===== config.mk =====
export PLATFORM = sky130hd
export DESIGN_NAME = timer_capture_reload_unit
export DESIGN_NICKNAME = d
export VERILOG_FILES = /design/src/common/timer_capture_reload_pkg.sv /design/src/hw/pin_fall_detect.sv /design/src/hw/tick_divider.sv /design/src/hw/timer_capture_reload_unit.sv
export VERILOG_INCLUDE_DIRS = /design/src /design/src/common
export SDC_FILE = /design/constraint.sdc
export NUM_CORES = 1
export LEC_CHECK = 0
export ABC_AREA = 1
export BUFFER_PORTS_ARGS = -buffer_cell sky130_fd_sc_hd__buf_2
export CAP_MARGIN = 10
export CORE_UTILIZATION = 55
export CTS_CLUSTER_SIZE = 8
export DETAILED_ROUTE_END_ITERATION = 10
export PLACE_DENSITY = 0.81
export REMOVE_ABC_BUFFERS = 1
export SETUP_SLACK_MARGIN = 0.02
export SLEW_MARGIN = 20
export SYNTH_ARGS = -nofsm -noshare
export SYNTH_HDL_FRONTEND = slang
export SYNTH_SLANG_ARGS = --single-unit

===== constraint.sdc =====
create_clock -name clk -period 2.75 [get_ports clk]
set_input_delay 0 -clock clk [delete_from_list [all_inputs] [get_ports clk]]
set_output_delay 0 -clock clk [all_outputs]
set_load 0.03 [all_outputs]

===== src/common/timer_capture_reload_consts.svh =====
/*
  Constants for the timer/capture/reload unit: register byte offsets,
  control bit positions, status bit positions, reset values and the
  internal prescale count. Assumes inclusion by bare name.
*/
`ifndef TIMER_CAPTURE_RELOAD_CONSTS_SVH
`define TIMER_CAPTURE_RELOAD_CONSTS_SVH

// ==========================================================================
// Register byte offsets (one aligned 32-bit word each).
`define OFF_CTRL       8'h00
`define OFF_COUNT_LO   8'h04
`define OFF_COUNT_HI   8'h08
`define OFF_CAPT_LO    8'h0c
`define OFF_CAPT_HI    8'h10
`define OFF_STATUS     8'h14
`define OFF_MASK       8'h18

// ==========================================================================
// Control register bit positions.
`define BIT_OVF_FLAG   7
`define BIT_EXT_FLAG   6
`define BIT_RX_SEL     5
`define BIT_TX_SEL     4
`define BIT_EXT_EN     3
`define BIT_RUN        2
`define BIT_CNT_SRC    1
`define BIT_CAP_RL     0

// ==========================================================================
// Status and mask bit positions.
`define ST_OVF         0
`define ST_EXT         1

// ==========================================================================
// Reset values and timing.
`define RST_CTRL       8'h00
`define RST_COUNT      16'h0000
`define RST_CAPT       16'h0000
`define RST_MASK       2'h0
`define PRESCALE_DIV   12
`define RESP_OKAY      2'h0
`define RESP_SLVERR    2'h2

`endif


===== src/common/timer_capture_reload_pkg.sv =====
/*
  Types for the timer/capture/reload unit: the working mode.
  Assumes nothing of its surroundings.
*/
package timer_capture_reload_pkg;

  // ========================================================================
  // Working mode of the timer.
  typedef enum logic [1:0] {
    MODE_OFF     = 2'b00,
    MODE_RELOAD  = 2'b01,
    MODE_CAPTURE = 2'b10,
    MODE_BAUD    = 2'b11
  } timer_mode_t;

endpackage


===== src/hw/pin_fall_detect.sv =====
/*
  Two-flop synchroniser and falling-edge detector for one pin.
  Assumes the pin is asynchronous to clk and idles high.
*/
`timescale 1ns/10ps

module pin_fall_detect (
  input  wire logic clk,
  input  wire logic reset,
  input  wire logic pin,
  output logic      fall
);

  logic meta;
  logic sync;
  logic prev;

  // ========================================================================
  // Resetting to one keeps a pin that idles high from looking like an edge at
  // release; a pin held low at release still gives one edge two clocks later.
  always_ff @(posedge clk) begin
    if (reset) begin
      meta <= 1'b1;
      sync <= 1'b1;
      prev <= 1'b1;
    end else begin
      meta <= pin;
      sync <= meta;
      prev <= sync;
    end
  end

  // A sampled high followed by a sampled low is one edge.
  assign fall = prev & ~sync;
endmodule


===== src/hw/tick_divider.sv =====
/*
  Internal tick source: one-cycle pulse every DIV clocks.
  Assumes one clock domain with synchronous active-high reset.
*/
`timescale 1ns/10ps
`include "timer_capture_reload_consts.svh"

module tick_divider #(
  parameter int DIV = `PRESCALE_DIV
) (
  input  wire logic clk,
  input  wire logic reset,
  output logic      tick
);

  localparam int W = $clog2(DIV);

  logic [W-1:0] cnt;

  // ========================================================================
  // Elaboration check: a divider below two cannot space its ticks.
  if (DIV < 2) begin : g_bad_div
    $error("DIV must be at least 2");
  end

  // Free-running count; the tick marks its last state.
  always_ff @(posedge clk) begin
    if (reset) begin
      cnt <= '0;
    end else if (cnt == W'(DIV - 1)) begin
      cnt <= '0;
    end else begin
      cnt <= cnt + W'(1);
    end
  end

  assign tick = (cnt == W'(DIV - 1));
endmodule


===== src/hw/timer_capture_reload_unit.sv =====
/*
  Sixteen-bit timer/counter with capture, auto-reload and baud pulse
  modes, registers on an AXI4-Lite slave, one level interrupt.
  Assumes one clock, synchronous active-high reset, asynchronous pins
  for the count input and the trigger, and a same-clock overflow pulse
  from the other timer for the serial clock selection.
*/
// Local design decisions: the register offsets and register access over AXI4-Lite.
`timescale 1ns/10ps
`include "timer_capture_reload_consts.svh"

module timer_capture_reload_unit (
  input  wire logic                clk,
  input  wire logic                reset,
  input  wire logic [7:0]          awaddr,
  input  wire logic                awvalid,
  output logic                     awready,
  input  wire logic [31:0]         wdata,
  input  wire logic [3:0]          wstrb,
  input  wire logic                wvalid,
  output logic                     wready,
  output logic [1:0]               bresp,
  output logic                     bvalid,
  input  wire logic                bready,
  input  wire logic [7:0]          araddr,
  input  wire logic                arvalid,
  output logic                     arready,
  output logic [31:0]              rdata,
  output logic [1:0]               rresp,
  output logic                     rvalid,
  input  wire logic                rready,
  input  wire logic                count_pin,
  input  wire logic                ext_trigger_pin,
  input  wire logic                other_timer_overflow,
  output logic                     timer_baud_pulse,
  output logic                     tx_clock_pulse,
  output logic                     rx_clock_pulse,
  output timer_capture_reload_pkg::timer_mode_t timer_mode,
  output logic                     irq
);

  logic        aw_held;
  logic        w_held;
  logic [7:0]  waddr;
  logic [7:0]  wbyte;
  logic        wlane;
  logic        wr_fire;
  logic        rx_sel;
  logic        serial_tx_clock_select;
  logic        ext_trigger_enable;
  logic        timer_run_bit;
  logic        count_source_select;
  logic        capture_reload_select;
  logic        overflow_flag;
  logic        ext_event_flag;
  logic [1:0]  mask;
  logic [15:0] count;
  logic [15:0] capture;
  logic        tick;
  logic        cnt_fall;
  logic        trig_fall;
  logic        baud;
  logic        count_en;
  logic        ovf_evt;
  logic        trig_ok;
  logic        cap_evt;
  logic        reload_evt;
  logic        reload_tick;
  logic        sw_cnt_wr;
  logic [1:0]  status;

  // ========================================================================
  // Helpers.
  tick_divider #(.DIV(`PRESCALE_DIV)) u_tick (
    .clk   (clk),
    .reset (reset),
    .tick  (tick)
  );

  pin_fall_detect u_cnt_pin (
    .clk   (clk),
    .reset (reset),
    .pin   (count_pin),
    .fall  (cnt_fall)
  );

  pin_fall_detect u_trig_pin (
    .clk   (clk),
    .reset (reset),
    .pin   (ext_trigger_pin),
    .fall  (trig_fall)
  );

  // Mode decode from the run bit and the selects.
  function automatic timer_capture_reload_pkg::timer_mode_t mode_of(
      input logic run, input logic srl, input logic cap);
    if (!run) begin
      mode_of = timer_capture_reload_pkg::MODE_OFF;
    end else if (srl) begin
      mode_of = timer_capture_reload_pkg::MODE_BAUD;
    end else if (cap) begin
      mode_of = timer_capture_reload_pkg::MODE_CAPTURE;
    end else begin
      mode_of = timer_capture_reload_pkg::MODE_RELOAD;
    end
  endfunction

  // ========================================================================
  // Counting events.
  assign baud     = rx_sel | serial_tx_clock_select;
  assign count_en = timer_run_bit &
                    (count_source_select ? cnt_fall : tick);
  assign ovf_evt  = count_en & (count == 16'hffff);
  // Trigger edges count only when enabled and not clocking the port.
  assign trig_ok  = trig_fall & ext_trigger_enable & ~baud;
  assign cap_evt  = trig_ok & capture_reload_select;
  // Serial clocking overrides the capture bit.
  assign reload_tick = ovf_evt &
                       (baud | ~capture_reload_select);
  assign reload_evt  = reload_tick |
                       (trig_ok & ~capture_reload_select);
  assign status   = {ext_event_flag, overflow_flag};

  // ========================================================================
  // Write channel: address and data are taken in either order, the write
  // lands when both are held, and ready returns after the response.
  assign wr_fire = aw_held & w_held & ~bvalid;

  always_ff @(posedge clk) begin
    if (reset) begin
      aw_held <= 1'b0;
      awready <= 1'b1;
      waddr   <= 8'h00;
    end else if (awvalid && awready) begin
      aw_held <= 1'b1;
      awready <= 1'b0;
      waddr   <= awaddr;
    end else if (bvalid && bready) begin
      awready <= 1'b1;
    end else if (wr_fire) begin
      aw_held <= 1'b0;
    end
  end

  always_ff @(posedge clk) begin
    if (reset) begin
      w_held <= 1'b0;
      wready <= 1'b1;
      wbyte  <= 8'h00;
      wlane  <= 1'b0;
    end else if (wvalid && wready) begin
      w_held <= 1'b1;
      wready <= 1'b0;
      wbyte  <= wdata[7:0];
      wlane  <= wstrb[0];
    end else if (bvalid && bready) begin
      wready <= 1'b1;
    end else if (wr_fire) begin
      w_held <= 1'b0;
    end
  end

  // Unmapped offsets answer with a slave error and change nothing.
  always_ff @(posedge clk) begin
    if (reset) begin
      bvalid <= 1'b0;
      bresp  <= `RESP_OKAY;
    end else if (wr_fire) begin
      bvalid <= 1'b1;
      bresp  <= (waddr > `OFF_MASK || waddr[1:0] != 2'h0) ?
                `RESP_SLVERR : `RESP_OKAY;
    end else if (bready) begin
      bvalid <= 1'b0;
    end
  end

  assign sw_cnt_wr = wr_fire & wlane &
                     (waddr == `OFF_COUNT_LO || waddr == `OFF_COUNT_HI);

  // ========================================================================
  // Control bits; the two flag positions are read-only here.
  always_ff @(posedge clk) begin
    if (reset) begin
      {rx_sel, serial_tx_clock_select, ext_trigger_enable,
       timer_run_bit, count_source_select,
       capture_reload_select} <= 6'(`RST_CTRL);
    end else if (wr_fire && wlane && waddr == `OFF_CTRL) begin
      rx_sel                 <= wbyte[`BIT_RX_SEL];
      serial_tx_clock_select <= wbyte[`BIT_TX_SEL];
      ext_trigger_enable     <= wbyte[`BIT_EXT_EN];
      timer_run_bit          <= wbyte[`BIT_RUN];
      count_source_select    <= wbyte[`BIT_CNT_SRC];
      capture_reload_select  <= wbyte[`BIT_CAP_RL];
    end
  end

  always_ff @(posedge clk) begin
    if (reset) begin
      mask <= `RST_MASK;
    end else if (wr_fire && wlane && waddr == `OFF_MASK) begin
      mask <= wbyte[1:0];
    end
  end

  // Sticky flags: writing one clears, but a new event in the same cycle
  // wins so that no event is lost. Baud mode leaves the overflow flag
  // alone because those overflows are serial clock ticks.
  always_ff @(posedge clk) begin
    if (reset) begin
      overflow_flag  <= 1'b0;
      ext_event_flag <= 1'b0;
    end else begin
      if (ovf_evt && !baud) begin
        overflow_flag <= 1'b1;
      end else if (wr_fire && wlane && waddr == `OFF_STATUS &&
                   wbyte[`ST_OVF]) begin
        overflow_flag <= 1'b0;
      end
      if (trig_ok) begin
        ext_event_flag <= 1'b1;
      end else if (wr_fire && wlane && waddr == `OFF_STATUS &&
                   wbyte[`ST_EXT]) begin
        ext_event_flag <= 1'b0;
      end
    end
  end

  // ========================================================================
  // Counter. A software write to a count byte wins over counting.
  always_ff @(posedge clk) begin
    if (reset) begin
      count <= `RST_COUNT;
    end else if (wr_fire && wlane && waddr == `OFF_COUNT_LO) begin
      count[7:0] <= wbyte;
    end else if (wr_fire && wlane && waddr == `OFF_COUNT_HI) begin
      count[15:8] <= wbyte;
    end else if (reload_evt) begin
      count <= capture;
    end else if (count_en) begin
      count <= count + 16'h0001;
    end
  end

  // Capture registers double as the reload value.
  always_ff @(posedge clk) begin
    if (reset) begin
      capture <= `RST_CAPT;
    end else if (cap_evt) begin
      capture <= count;
    end else if (wr_fire && wlane && waddr == `OFF_CAPT_LO) begin
      capture[7:0] <= wbyte;
    end else if (wr_fire && wlane && waddr == `OFF_CAPT_HI) begin
      capture[15:8] <= wbyte;
    end
  end

  // ========================================================================
  // Serial clock pulses, mode and interrupt, all registered.
  always_ff @(posedge clk) begin
    if (reset) begin
      timer_baud_pulse <= 1'b0;
      tx_clock_pulse   <= 1'b0;
      rx_clock_pulse   <= 1'b0;
    end else begin
      timer_baud_pulse <= reload_tick;
      tx_clock_pulse   <= serial_tx_clock_select ? reload_tick
                          : other_timer_overflow;
      rx_clock_pulse   <= rx_sel ? reload_tick : other_timer_overflow;
    end
  end

  always_ff @(posedge clk) begin
    if (reset) begin
      timer_mode <= timer_capture_reload_pkg::MODE_OFF;
    end else begin
      timer_mode <= mode_of(timer_run_bit, baud,
                            capture_reload_select);
    end
  end

  // One shared request; software reads status to find the cause.
  always_ff @(posedge clk) begin
    if (reset) begin
      irq <= 1'b0;
    end else begin
      irq <= |(status & mask);
    end
  end

  // ========================================================================
  // Read channel: one read at a time, answered one cycle after address.
  always_ff @(posedge clk) begin
    if (reset) begin
      arready <= 1'b1;
      rvalid  <= 1'b0;
      rdata   <= 32'h0000_0000;
      rresp   <= `RESP_OKAY;
    end else if (arvalid && arready) begin
      arready <= 1'b0;
      rvalid  <= 1'b1;
      rresp   <= `RESP_OKAY;
      case (araddr)
        `OFF_CTRL:     rdata <= {24'h000000, overflow_flag, ext_event_flag,
                                 rx_sel, serial_tx_clock_select,
                                 ext_trigger_enable, timer_run_bit,
                                 count_source_select, capture_reload_select};
        `OFF_COUNT_LO: rdata <= {24'h000000, count[7:0]};
        `OFF_COUNT_HI: rdata <= {24'h000000, count[15:8]};
        `OFF_CAPT_LO:  rdata <= {24'h000000, capture[7:0]};
        `OFF_CAPT_HI:  rdata <= {24'h000000, capture[15:8]};
        `OFF_STATUS:   rdata <= {30'h0, status};
        `OFF_MASK:     rdata <= {30'h0, mask};
        default: begin
          rdata <= 32'h0000_0000;
          rresp <= `RESP_SLVERR;
        end
      endcase
    end else if (rvalid && rready) begin
      rvalid  <= 1'b0;
      arready <= 1'b1;
    end
  end
endmodule


==> results.cfg, run 1 <==
[timing]
maxSlewHeadroom = 0.627
setup_repair_after_global_routing_missed_its_margin = no
finalSetupTns_ps = 0
report.final.slew_viol_count = 0
finalCritPeriodShare = 0.804
report.final.hold_viol_count = 0
fin_worst_skew_ps = 10.8
fmax_mhz = 452
finalCriticalPeriod_ps = 2210
setup_viol_count_final = 0
hold_slack_ps = 93.0
worstMarginPinSlew_ps = 558

[worst_setup_path]
criticalPathCategory = reg -> reg
critical_path.top_delay_family = simple AND/OR/NAND/NOR gates
cp.arrival_ps = 2530
critical_path_buf_inv_count = 1
crit_path_top_delay_cell = sky130_fd_sc_hd__dfxtp_1
critical_path.startpoint_type = register
timing.critical_path.slowest_cell_delay_ps = 400
required_ps = 3070
timing.critical_path.cells = ha_1 -> nand2_2 -> nor2_2 -> nand2_2 -> nor2_4 -> nand3_4 -> nand2_4 -> inv_4 -> nand3_4 -> nand2_4 -> nand2_1 -> nand2_1 -> nor2_1
path_max_fanout = 16
end_kind = register

[floorplanning]
die_area_mm2 = 0.00919
die-height_um = 95.9
floorplan.io_pins = 109
floorplan.initialDensity = 0.578
die_x_um = 95.9
core.rowCount = 33
floorplan.core_area_mm2 = 0.00838

[hold_path]
hold_class = in -> reg

[grt]
grt_max_degree = 53
wire_length_of_the_first_global_routing_pass_um = 23200
grt_antenna_before_repair = 0
grt_use_total = 0.341
grt_overflow = 0
first_global_vias = 4629

[logic_synthesis]
postSynthRegisterBits = 92
yosysTopAreaCellShare = 0.380
synth_area_leader_cell = sky130_fd_sc_hd__dfxtp_1
synth-warning-count = 0
synth-seq-area-share = 0.380
syn-instance-count = 719
post_synth.cell_area_avg_um2 = 6.74
synth.lib_cells_used.distinct = 37
syn_std_cell_area_mm2 = 0.00485
synth_top_area_cells = sky130_fd_sc_hd__dfxtp_1, sky130_fd_sc_hd__nand2_1, sky130_fd_sc_hd__nor2_1

[clock_tree]
cts_tree = built
post-cts-setup-buffers = 0
cts-resized-gates = 0
cts_max_level = 3
clock-sinks = 92
worst_setup_hold_path_clk_slew_ps = 110
clockRootBuffer = sky130_fd_sc_hd__clkbuf_8
max-clock-path-buffers = 2
cts_made_buffers = 9
clock_insertion_delay_worst_skew_ps = 390

[flow_run]
cap_violations = 0

[route]
route.vias.total = 4978
drt_pre_antenna_iters = 5
initialDrtViolationCount = 431
remaining_drc_errors = 0
drtAntennaViolNets = 0
routedWlPerCell_um = 16.2
drt-total-wl_um = 14700
routed_via_density = 5.51

[placed_design]
numPlacedInstances = 866
port-buffer-count = 55
dp.final_hpwl_um = 10500
gp_congestion = 0.952

[final_layout]
fin_cells = 904
syn_to_final_growth_pct = 14.3
diodes_inserted = 0
finish.net_count = 858
n_fill_cell = 761
share_of_cells_above_drive_strength_1 = 0.154

[power]
pwr_density_cell_mw_per_mm2 = 496
irDropWorstVdd_mv = 0.298
total_leakage_power_nw = 2.40

[outcome]
run_status = finished, final reports clean
==> metal layers <==
layer / global-route usage / part of all wire / vias up
li1: - / - / 2413
met1: 0.441 / 0.44 / 2301
met2: 0.554 / 0.46 / 227
met3: 0.0585 / 0.067 / 37
met4: 0.153 / 0.034 / 0
met5: 0 / 0 / -
==> power by group <==
group	leakage, nW	total, W	internal, W	switching, W
clock network	0.107	0.00102	0.000446	0.000578
logic	1.55	0.000307	0.0000921	0.000215
registers	0.750	0.00142	0.00138	0.0000379
total	2.40	0.00275	0.00192	0.000831
==> synthesized netlist by cell type, drive strengths merged <==
| cell type | instances |
|---|---|
| buf | 32 |
| conb | 1 |
| a22oi | 7 |
| nor3 | 8 |
| clkinv | 1 |
| or2 | 6 |
| dfxtp | 92 |
| o221ai | 6 |
| ha | 2 |
| o21ai | 65 |
| clkbuf | 11 |
| nand3 | 35 |
| a211oi | 1 |
| xor2 | 10 |
| nand2 | 186 |
| nand4 | 6 |
| o2111ai | 1 |
| o21a | 2 |
| nor2 | 101 |
| xnor2 | 1 |
| a31oi | 2 |
| inv | 81 |
| a21oi | 58 |
| o22ai | 4 |
==> flip-flops by register name (all words and copies together), names as in the netlist, 2 cells and up <==
name,flops
capture,16
count,16
mask,2
rdata,8
timer_mode,2
u_tick.cnt,4
waddr,8
wbyte,8
==> worst reg2reg max path, stage by stage, from the launching register on <==
cell	delay (ps)
sky130_fd_sc_hd__dfxtp_1	400
sky130_fd_sc_hd__ha_1	220
sky130_fd_sc_hd__nand2_2	110
sky130_fd_sc_hd__nor2_2	160
sky130_fd_sc_hd__nand2_2	110
sky130_fd_sc_hd__nor2_4	130
sky130_fd_sc_hd__nand3_4	110
sky130_fd_sc_hd__nand2_4	240
sky130_fd_sc_hd__inv_4	160
sky130_fd_sc_hd__nand3_4	110
sky130_fd_sc_hd__nand2_4	140
sky130_fd_sc_hd__nand2_1	110
sky130_fd_sc_hd__nand2_1	50
sky130_fd_sc_hd__nor2_1	110
==> path summary, 6_finish.rpt <==
check | slack (ps) | endpoint | startpoint | cells after the start
worst min register to register | 410 | u_cnt_pin.sync | u_cnt_pin.meta | 1
worst max register to register | 540 | count[5] | count[0] | 13
worst max-delay path | 540 | count[5] | count[0] | 13
worst min-delay path | 90 | rresp[1] | araddr[7] | 5
==> placed cells by master (no fill, tap or decap), types with 3 or more instances in the layout <==
cell type                       instances
sky130_fd_sc_hd__nand2_2                8
sky130_fd_sc_hd__nor2_1                91
sky130_fd_sc_hd__inv_2                 12
sky130_fd_sc_hd__clkbuf_8               9
sky130_fd_sc_hd__o22ai_1                4
sky130_fd_sc_hd__dlygate4sd3_1         22
sky130_fd_sc_hd__conb_1                26
sky130_fd_sc_hd__nor3_1                 5
sky130_fd_sc_hd__a22oi_1                7
sky130_fd_sc_hd__nand2_4                3
sky130_fd_sc_hd__nand3_1               33
sky130_fd_sc_hd__nor2_2                 8
sky130_fd_sc_hd__buf_4                  5
sky130_fd_sc_hd__a21oi_1               58
sky130_fd_sc_hd__xor2_1                10
sky130_fd_sc_hd__inv_1                 67
sky130_fd_sc_hd__or2_2                  6
sky130_fd_sc_hd__dfxtp_1               92
sky130_fd_sc_hd__nand2_1              175
sky130_fd_sc_hd__nand4_1                6
sky130_fd_sc_hd__o221ai_1               6
sky130_fd_sc_hd__buf_2                 55
sky130_fd_sc_hd__o21ai_1               13
sky130_fd_sc_hd__o21ai_0               51
==> through the flow <==
stage / total power, W / worst slack [ps] / utilization / area (um^2)
final: 0.00275 / 540 / 0.661 / 5540
after global routing: 0.00285 / 292 / 0.661 / 5540
after CTS: 0.00274 / 558 / 0.661 / 5540
after detailed placement: 0.00172 / 597 / 0.609 / 5100
after global placement: 0.00171 / 635 / 0.609 / 5100
after floorplan: 0.00163 / 1000 / - / 4660
==> what timing repair did <==
item / CTS / global route
hold buffers: 22 / 0
hold endpoints to repair: 26 / 0
setup endpoints to repair: 0 / 0
==> kinds of logic (layout without fill, tap and decap cells) <==
| kind of cell | after synthesis | count (layout) | synth area share |
|---|---|---|---|
| adders and majority gates | 2 | 2 | 0.00516 |
| xor gates and xnor gates | 11 | 11 | 0.0199 |
| DFF | 92 | 92 | 0.380 |
| AOI/OAI and AO/OA | 146 | 146 | 0.164 |
| other | 1 | 26 | 0.000774 |
| buffers and inverters | 125 | 180 | 0.123 |
| and+or+nand+nor | 342 | 342 | 0.308 |
==> final cells by class <==
cell class / count / area (um^2) / area share
multi-input combinational: 527 / 2500 / 0.452
tap: 105 / 131 / 0.0237
timing repair buffer: 82 / 533 / 0.0962
sequential: 92 / 1840 / 0.332
inverter: 82 / 313 / 0.0565
clock buffer: 9 / 124 / 0.0224
clock inverter: 7 / 93.8 / 0.0169
No activity file was read; power rests on OpenSTA's default activity.
==> inputs of run 2 (changes only) <==
--- a/config.mk
+++ b/config.mk
@@ -6,13 +6,13 @@
 export SDC_FILE = /design/constraint.sdc
 export NUM_CORES = 1
 export LEC_CHECK = 0
-export ABC_AREA = 1
+export ABC_AREA = 0
 export BUFFER_PORTS_ARGS = -buffer_cell sky130_fd_sc_hd__buf_2
 export CAP_MARGIN = 10
-export CORE_UTILIZATION = 55
+export CORE_UTILIZATION = 54
 export CTS_CLUSTER_SIZE = 8
 export DETAILED_ROUTE_END_ITERATION = 10
-export PLACE_DENSITY = 0.81
+export PLACE_DENSITY = 0.8
 export REMOVE_ABC_BUFFERS = 1
 export SETUP_SLACK_MARGIN = 0.02
 export SLEW_MARGIN = 20
==> constraint.sdc (replaced) <==
create_clock -name clk -period 2.05 [get_ports clk]
set_input_delay 0 -clock clk [delete_from_list [all_inputs] [get_ports clk]]
set_output_delay 0 -clock clk [all_outputs]
set_load 0.03 [all_outputs]
==> run 2 against run 1 <==
Effect of this change:
- the flow now finishes with violations (setup timing)
- critical path depth shrank 6
- die area shrank 2.1%
- critical endpoint is now count[1]
- combinational power grew 31%
- highest routed layer unchanged
- clock power grew 25%
==> results.cfg, run 2 <==
[grt]
wire_length_of_the_first_global_routing_pass_um = 22800
first_global_vias = 4536
grt_overflow = 0
grt_max_degree = 37
grt_use_total = 0.336
grt_antenna_before_repair = 0

[floorplanning]
floorplan.core_area_mm2 = 0.00830
die_area_mm2 = 0.00899
die-height_um = 94.8
floorplan.initialDensity = 0.561
core.rowCount = 33
floorplan.io_pins = 109
die_x_um = 94.8

[clock_tree]
clock-sinks = 92
clock_insertion_delay_worst_skew_ps = 370
cts_made_buffers = 9
cts_max_level = 3
worst_setup_hold_path_clk_slew_ps = 100
max-clock-path-buffers = 2
cts_tree = built
clockRootBuffer = sky130_fd_sc_hd__clkbuf_8

[timing]
timing.final.ws_setup_ps = -342
setup_repair_after_global_routing_missed_its_margin = yes
hold_slack_ps = 84.6
fmax_mhz = 418
fin_worst_skew_ps = 13.5
report.final.hold_viol_count = 0
finalCriticalPeriod_ps = 2390
report.final.slew_viol_count = 0
worstMarginPinSlew_ps = 614
maxSlewHeadroom = 0.591
setup_viol_count_final = 30
finalCritPeriodShare = 1.17

[logic_synthesis]
synth-warning-count = 0
synth_most_common_cell = sky130_fd_sc_hd__dfxtp_1
syn_std_cell_area_mm2 = 0.00465
synth-seq-area-share = 0.396
synth_top_area_cells = sky130_fd_sc_hd__dfxtp_1, sky130_fd_sc_hd__mux2i_1, sky130_fd_sc_hd__nand2_1
yosysTopAreaCellShare = 0.396
synth.lib_cells_used.distinct = 56
synth_area_leader_cell = sky130_fd_sc_hd__dfxtp_1
count_of_flip_flops_with_a_built_in_enable_after_synthesis = 0
synth_flop_cell = sky130_fd_sc_hd__dfxtp_1
synthTopCellsByCount = sky130_fd_sc_hd__dfxtp_1, sky130_fd_sc_hd__nand2_1, sky130_fd_sc_hd__nor2_1
post_synth.cell_area_avg_um2 = 8.51
syn-instance-count = 547
postSynthRegisterBits = 92
async_reset_ff_frac = 0

[worst_setup_path]
path_max_fanout = 4
required_ps = 2360
criticalPathCategory = reg -> reg
cp.arrival_ps = 2700
critical_path.startpoint_type = register
end_kind = register

[route]
routed_via_density = 5.93
drt-total-wl_um = 14100
drtAntennaViolNets = 0
remaining_drc_errors = 0
initialDrtViolationCount = 347
routedWlPerCell_um = 17.9
route.vias.total = 4673
drt_pre_antenna_iters = 5

[final_layout]
finish.instance_area_mm2 = 0.00604
layout_common_cells = sky130_fd_sc_hd__dfxtp_1, sky130_fd_sc_hd__nand2_1, sky130_fd_sc_hd__buf_4, sky130_fd_sc_hd__buf_2, sky130_fd_sc_hd__nor2_1
n_fill_cell = 620
syn_to_final_growth_pct = 29.8
mostFrequentLayoutCell = sky130_fd_sc_hd__dfxtp_1
finish.net_count = 742
largest_registers = capture: 16 flops, count: 16 flops
share_of_cells_above_drive_strength_1 = 0.291
diodes_inserted = 0

[flow_run]
cap_violations = 0

[placed_design]
gp_congestion = 0.952
port-buffer-count = 55
dp.final_hpwl_um = 9440
dp_worst_slack_ps = -230
dpl-instance-area_mm2 = 0.00530

[power]
p_seq_frac = 0.531
power.switching_fraction = 0.280
switching_power_w = 0.000995
pwr_density_cell_mw_per_mm2 = 588
cellInternalPower_w = 0.00256
irDropWorstVdd_mv = 0.380
total_leakage_power_nw = 2.65
combPwrFrac = 0.113
p_clk_frac = 0.356

[outcome]
failed_checks = setup timing
run_status = finished with violations

[hold_path]
hold_class = in -> reg
[run 2: changes by cell type after synthesis, moves of 22 or more]
cell and change:
sky130_fd_sc_hd__o21ai_0 -26, sky130_fd_sc_hd__inv_1 -57, sky130_fd_sc_hd__a21oi_1 -22, sky130_fd_sc_hd__nor2_1 -37
sky130_fd_sc_hd__a211oi_1 +23, sky130_fd_sc_hd__mux2i_1 +32, sky130_fd_sc_hd__nand2_1 -102
[run 2: area by class of cell]
type	instances	area, um^2	area share
Clock buffer	9	124	0.0205
Clock inverter	7	75.1	0.0124
Tap cell	105	131	0.0217
Sequential cell	92	1850	0.306
Multi-Input combinational cell	411	2690	0.446
Inverter	10	37.5	0.00621
Timing Repair Buffer	154	1130	0.188
[run 2: cell families (layout without fill, tap and decap cells)]
kind of cell,after synthesis,in the layout,synth area share
DFF,92,92,0.396
muxes,41,41,0.110
buffers and inverters,69,180,0.0785
other,1,26,0.000806
and+or+nand+nor,209,209,0.221
AOI/OAI and AO/OA,122,122,0.168
xor gates and xnor gates,11,11,0.0207
adders and majority gates,2,2,0.00538
[run 2: timing repair]
| action | CTS | global route |
|---|---|---|
| pin swaps | 28 | 17 |
| gates cloned | 0 | 0 |
| hold buffers | 26 | 0 |
| buffers inserted | 9 | 4 |
| gates resized for setup | 43 | 10 |
| hold endpoints to repair | 28 | 0 |
| setup endpoints to repair | 30 | 37 |
[run 2: layer usage]
metal	vias up	global-route usage	wire [um]
met5	-	0	0
met3	60	0.0564	1110
met1	2167	0.405	5580
li1	2163	-	-
met2	283	0.555	6680
met4	0	0.208	713
[run 2: metrics by stage]
step,util,total power [W],instances,setup TNS [ps]
finish,0.728,0.00355,788,-5170
global route,0.728,0.00368,788,-8230
CTS,0.720,0.00353,784,-2020
detailed placement,0.638,0.00224,734,-1820
global placement,0.638,0.00223,734,-966
floorplan,-,0.00210,513,-1760
[run 2: final timing paths]
| check | startpoint | endpoint | cells after the start | slack [ps] |
|---|---|---|---|---|
| setup / recovery | waddr[5] | count[1] | 7 | -340 |
| hold / removal | araddr[6] | rresp[1] | 5 | 80 |
| setup reg to reg | waddr[5] | count[1] | 7 | -340 |
| hold reg to reg | u_trig_pin.meta | u_trig_pin.sync | 1 | 420 |
[run 2: power groups by stage]
stage	combinational (W)	sequential [W]	clock, W
5_1_grt	0.000438	0.00189	0.00135
4_1_cts	0.000378	0.00188	0.00127
3_5_place_dp	0.000322	0.00192	0
3_3_place_gp	0.000312	0.00192	0
6_report	0.000401	0.00189	0.00127
2_1_floorplan	0.000171	0.00193	0
[run 2: critical path: stages (launching register included)]
cell                      delay, ps
sky130_fd_sc_hd__dfxtp_1        320
sky130_fd_sc_hd__or4_4          580
sky130_fd_sc_hd__buf_4          190
sky130_fd_sc_hd__nor4_4         320
sky130_fd_sc_hd__nand2_2        140
sky130_fd_sc_hd__o21a_1         140
sky130_fd_sc_hd__or4_4          510
sky130_fd_sc_hd__a21oi_2        120
==> inputs of run 3 (changes only) <==
--- a/config.mk
+++ b/config.mk
@@ -6,7 +6,7 @@
 export SDC_FILE = /design/constraint.sdc
 export NUM_CORES = 1
 export LEC_CHECK = 0
-export ABC_AREA = 0
+export ABC_AREA = 1
 export BUFFER_PORTS_ARGS = -buffer_cell sky130_fd_sc_hd__buf_2
 export CAP_MARGIN = 10
 export CORE_UTILIZATION = 54
==> run 3 against run 2 <==
Effect of this change:
- the run now ends clean
- clock power about the same
- via count up 6.9%
- first-iteration DRC count down 8.4%
- maximum frequency up 26%
- sequential cell count unchanged
- global-route usage down 1.1 points
- worst setup slack better by 500 ps
- register-to-register slack better by 500 ps
- critical path depth up 6
- sequential share of layout area up 2.0 points
- total power up 0.61%
==> results.cfg, run 3 (synthesis gave the netlist of run 1 again) <==
[worst_setup_path]
criticalPathCategory = reg -> reg
critical_path.top_delay_family = simple AND/OR/NAND/NOR gates
worstRegToRegCells = 13
critical_path_buf_inv_count = 1
r2r-start = count[0]
rrSetupSlack_ps = 160
required_ps = 2330
cp.arrival_ps = 2170
timing.critical_path.cells = ha_2 -> nand2_2 -> nor2_4 -> nand2_2 -> nor2_4 -> nand3_4 -> nand2_8 -> buf_4 -> nand2_1 -> nand3_1 -> nand2_1 -> nor2_1 -> nor2_1
worstSetupEndpoint = count[10]
timing.critical_path.slowest_cell_delay_ps = 360
worst-path-stages = 13
end_kind = register
path_max_fanout = 8
timing.critical_path.from = count[0]
critical_path.startpoint_type = register
reg2reg_to = count[10]
crit_path_top_delay_cell = sky130_fd_sc_hd__dfxtp_1

[grt]
first_global_vias = 4825
grt_use_total = 0.325
grt_overflow = 0
wire_length_of_the_first_global_routing_pass_um = 24000
grt_max_degree = 53
grt_antenna_before_repair = 0

[final_layout]
largest_registers = capture: 16 flops, count: 16 flops
share_of_cells_above_drive_strength_1 = 0.174
layout_common_cells = sky130_fd_sc_hd__nand2_1, sky130_fd_sc_hd__dfxtp_1, sky130_fd_sc_hd__nor2_1, sky130_fd_sc_hd__inv_1, sky130_fd_sc_hd__a21oi_1
diodes_inserted = 0
syn_to_final_growth_pct = 16.7
mostFrequentLayoutCell = sky130_fd_sc_hd__nand2_1
n_fill_cell = 823
finish.net_count = 870

[placed_design]
dp.final_hpwl_um = 11200
dp_worst_slack_ps = 137
port-buffer-count = 55
gp_congestion = 0.991

[timing]
report.final.hold_viol_count = 0
finalCriticalPeriod_ps = 1890
maxSlewHeadroom = 0.594
setup_viol_count_final = 0
fin_worst_skew_ps = 12.6
worstMarginPinSlew_ps = 607
setup_repair_after_global_routing_missed_its_margin = no
finalCritPeriodShare = 0.923
fmax_mhz = 528
report.final.slew_viol_count = 0
finalSetupTns_ps = 0
timing.final.ws_setup_ps = 157

[clock_tree]
worst_setup_hold_path_clk_slew_ps = 110
clock-sinks = 92
clock_insertion_delay_worst_skew_ps = 370
cts_made_buffers = 9
max-clock-path-buffers = 2
cts_tree = built
cts_max_level = 3
clockRootBuffer = sky130_fd_sc_hd__clkbuf_8

[floorplanning]
die_area_mm2 = 0.00936
floorplan.core_area_mm2 = 0.00872
die_x_um = 96.7
core.rowCount = 34
die-height_um = 96.7
floorplan.io_pins = 109
floorplan.initialDensity = 0.556

[route]
route.vias.total = 4997
drtAntennaViolNets = 0
drt_pre_antenna_iters = 6
routedWlPerCell_um = 16.2
drt-total-wl_um = 14800
remaining_drc_errors = 0
initialDrtViolationCount = 318
routed_via_density = 5.44

[power]
pwr_density_cell_mw_per_mm2 = 632
irDropWorstVdd_mv = 0.437
total_leakage_power_nw = 2.46

[outcome]
run_status = finished, final reports clean

[hold_path]
hold_class = in -> reg

[flow_run]
cap_violations = 0
## run 3: changes by cell type in the layout (fill, tap and decap cells not counted), sizes merged, moves of 23 or more
cell / previous run / this run
nand2: 73 / 186
inv: 12 / 87
buf: 128 / 72
nor2: 56 / 101
o21ai: 26 / 65
mux2i: 32 / 0
a211oi: 24 / 1
## run 3: cell type report
cell class / instances / area [um^2] / share of cell area
Tap cell: 108 / 135 / 0.0239
Sequential cell: 92 / 1840 / 0.326
Clock inverter: 7 / 73.8 / 0.0131
Inverter: 82 / 315 / 0.0558
Clock buffer: 9 / 124 / 0.0219
Timing Repair Buffer: 94 / 623 / 0.110
Multi-Input combinational cell: 527 / 2540 / 0.449
## run 3: stage by stage
step / std cells / cell area [um^2] / hold WS [ps] / total power, W / utilization
CTS: 919 / 5610 / 54.3 / 0.00358 / 0.644
detailed placement: 881 / 5200 / 189 / 0.00231 / 0.596
finish: 919 / 5660 / 62.5 / 0.00358 / 0.648
global placement: 881 / 5200 / 183 / 0.00230 / 0.596
global route: 919 / 5660 / 106 / 0.00370 / 0.648
floorplan: 701 / 4660 / 69.1 / 0.00218 / -
## run 3: timing repair
| action | in CTS | in global routing |
|---|---|---|
| endpoints found under the hold margin | 26 | 0 |
| setup buffers | 0 | 0 |
| setup endpoints to repair | 0 | 16 |
| hold buffers | 22 | 0 |
| resized for setup | 0 | 11 |
## run 3: routing by layer
metal  part of all wire  vias to the layer above  global-route usage
li1                   -                     2437                   -
met1               0.45                     2307               0.427
met2               0.46                      221               0.528
met3              0.068                       32              0.0636
met4              0.028                        0               0.122
met5                  0                        -                   0
## run 3: power breakdown
part,switching (W),leakage [nW],total [W],internal [W]
Sequential,0.0000494,0.750,0.00190,0.00185
Clock,0.000775,0.102,0.00126,0.000487
Combinational,0.000291,1.61,0.000415,0.000124
Total,0.00112,2.46,0.00358,0.00246
## run 3: worst min path at each step
stage	start	depth (start not counted)	end	slack, ps
6_report	araddr[7]	5	rresp[1]	60
2_1_floorplan	reset	1	capture[0]	70
3_5_place_dp	ext_trigger_pin	2	u_trig_pin.meta	190
4_1_cts	araddr[7]	5	rresp[1]	50
5_1_grt	araddr[5]	5	rresp[1]	110
3_3_place_gp	ext_trigger_pin	2	u_trig_pin.meta	180
## run 3: worst register-to-register path: stages, from the launching register on
cell                      delay (ps)
sky130_fd_sc_hd__dfxtp_1         360
sky130_fd_sc_hd__ha_2            200
sky130_fd_sc_hd__nand2_2          90
sky130_fd_sc_hd__nor2_4          120
sky130_fd_sc_hd__nand2_2         100
sky130_fd_sc_hd__nor2_4          130
sky130_fd_sc_hd__nand3_4         130
sky130_fd_sc_hd__nand2_8         120
sky130_fd_sc_hd__buf_4           130
sky130_fd_sc_hd__nand2_1          60
sky130_fd_sc_hd__nand3_1          80
sky130_fd_sc_hd__nand2_1          70
sky130_fd_sc_hd__nor2_1          150
sky130_fd_sc_hd__nor2_1           60
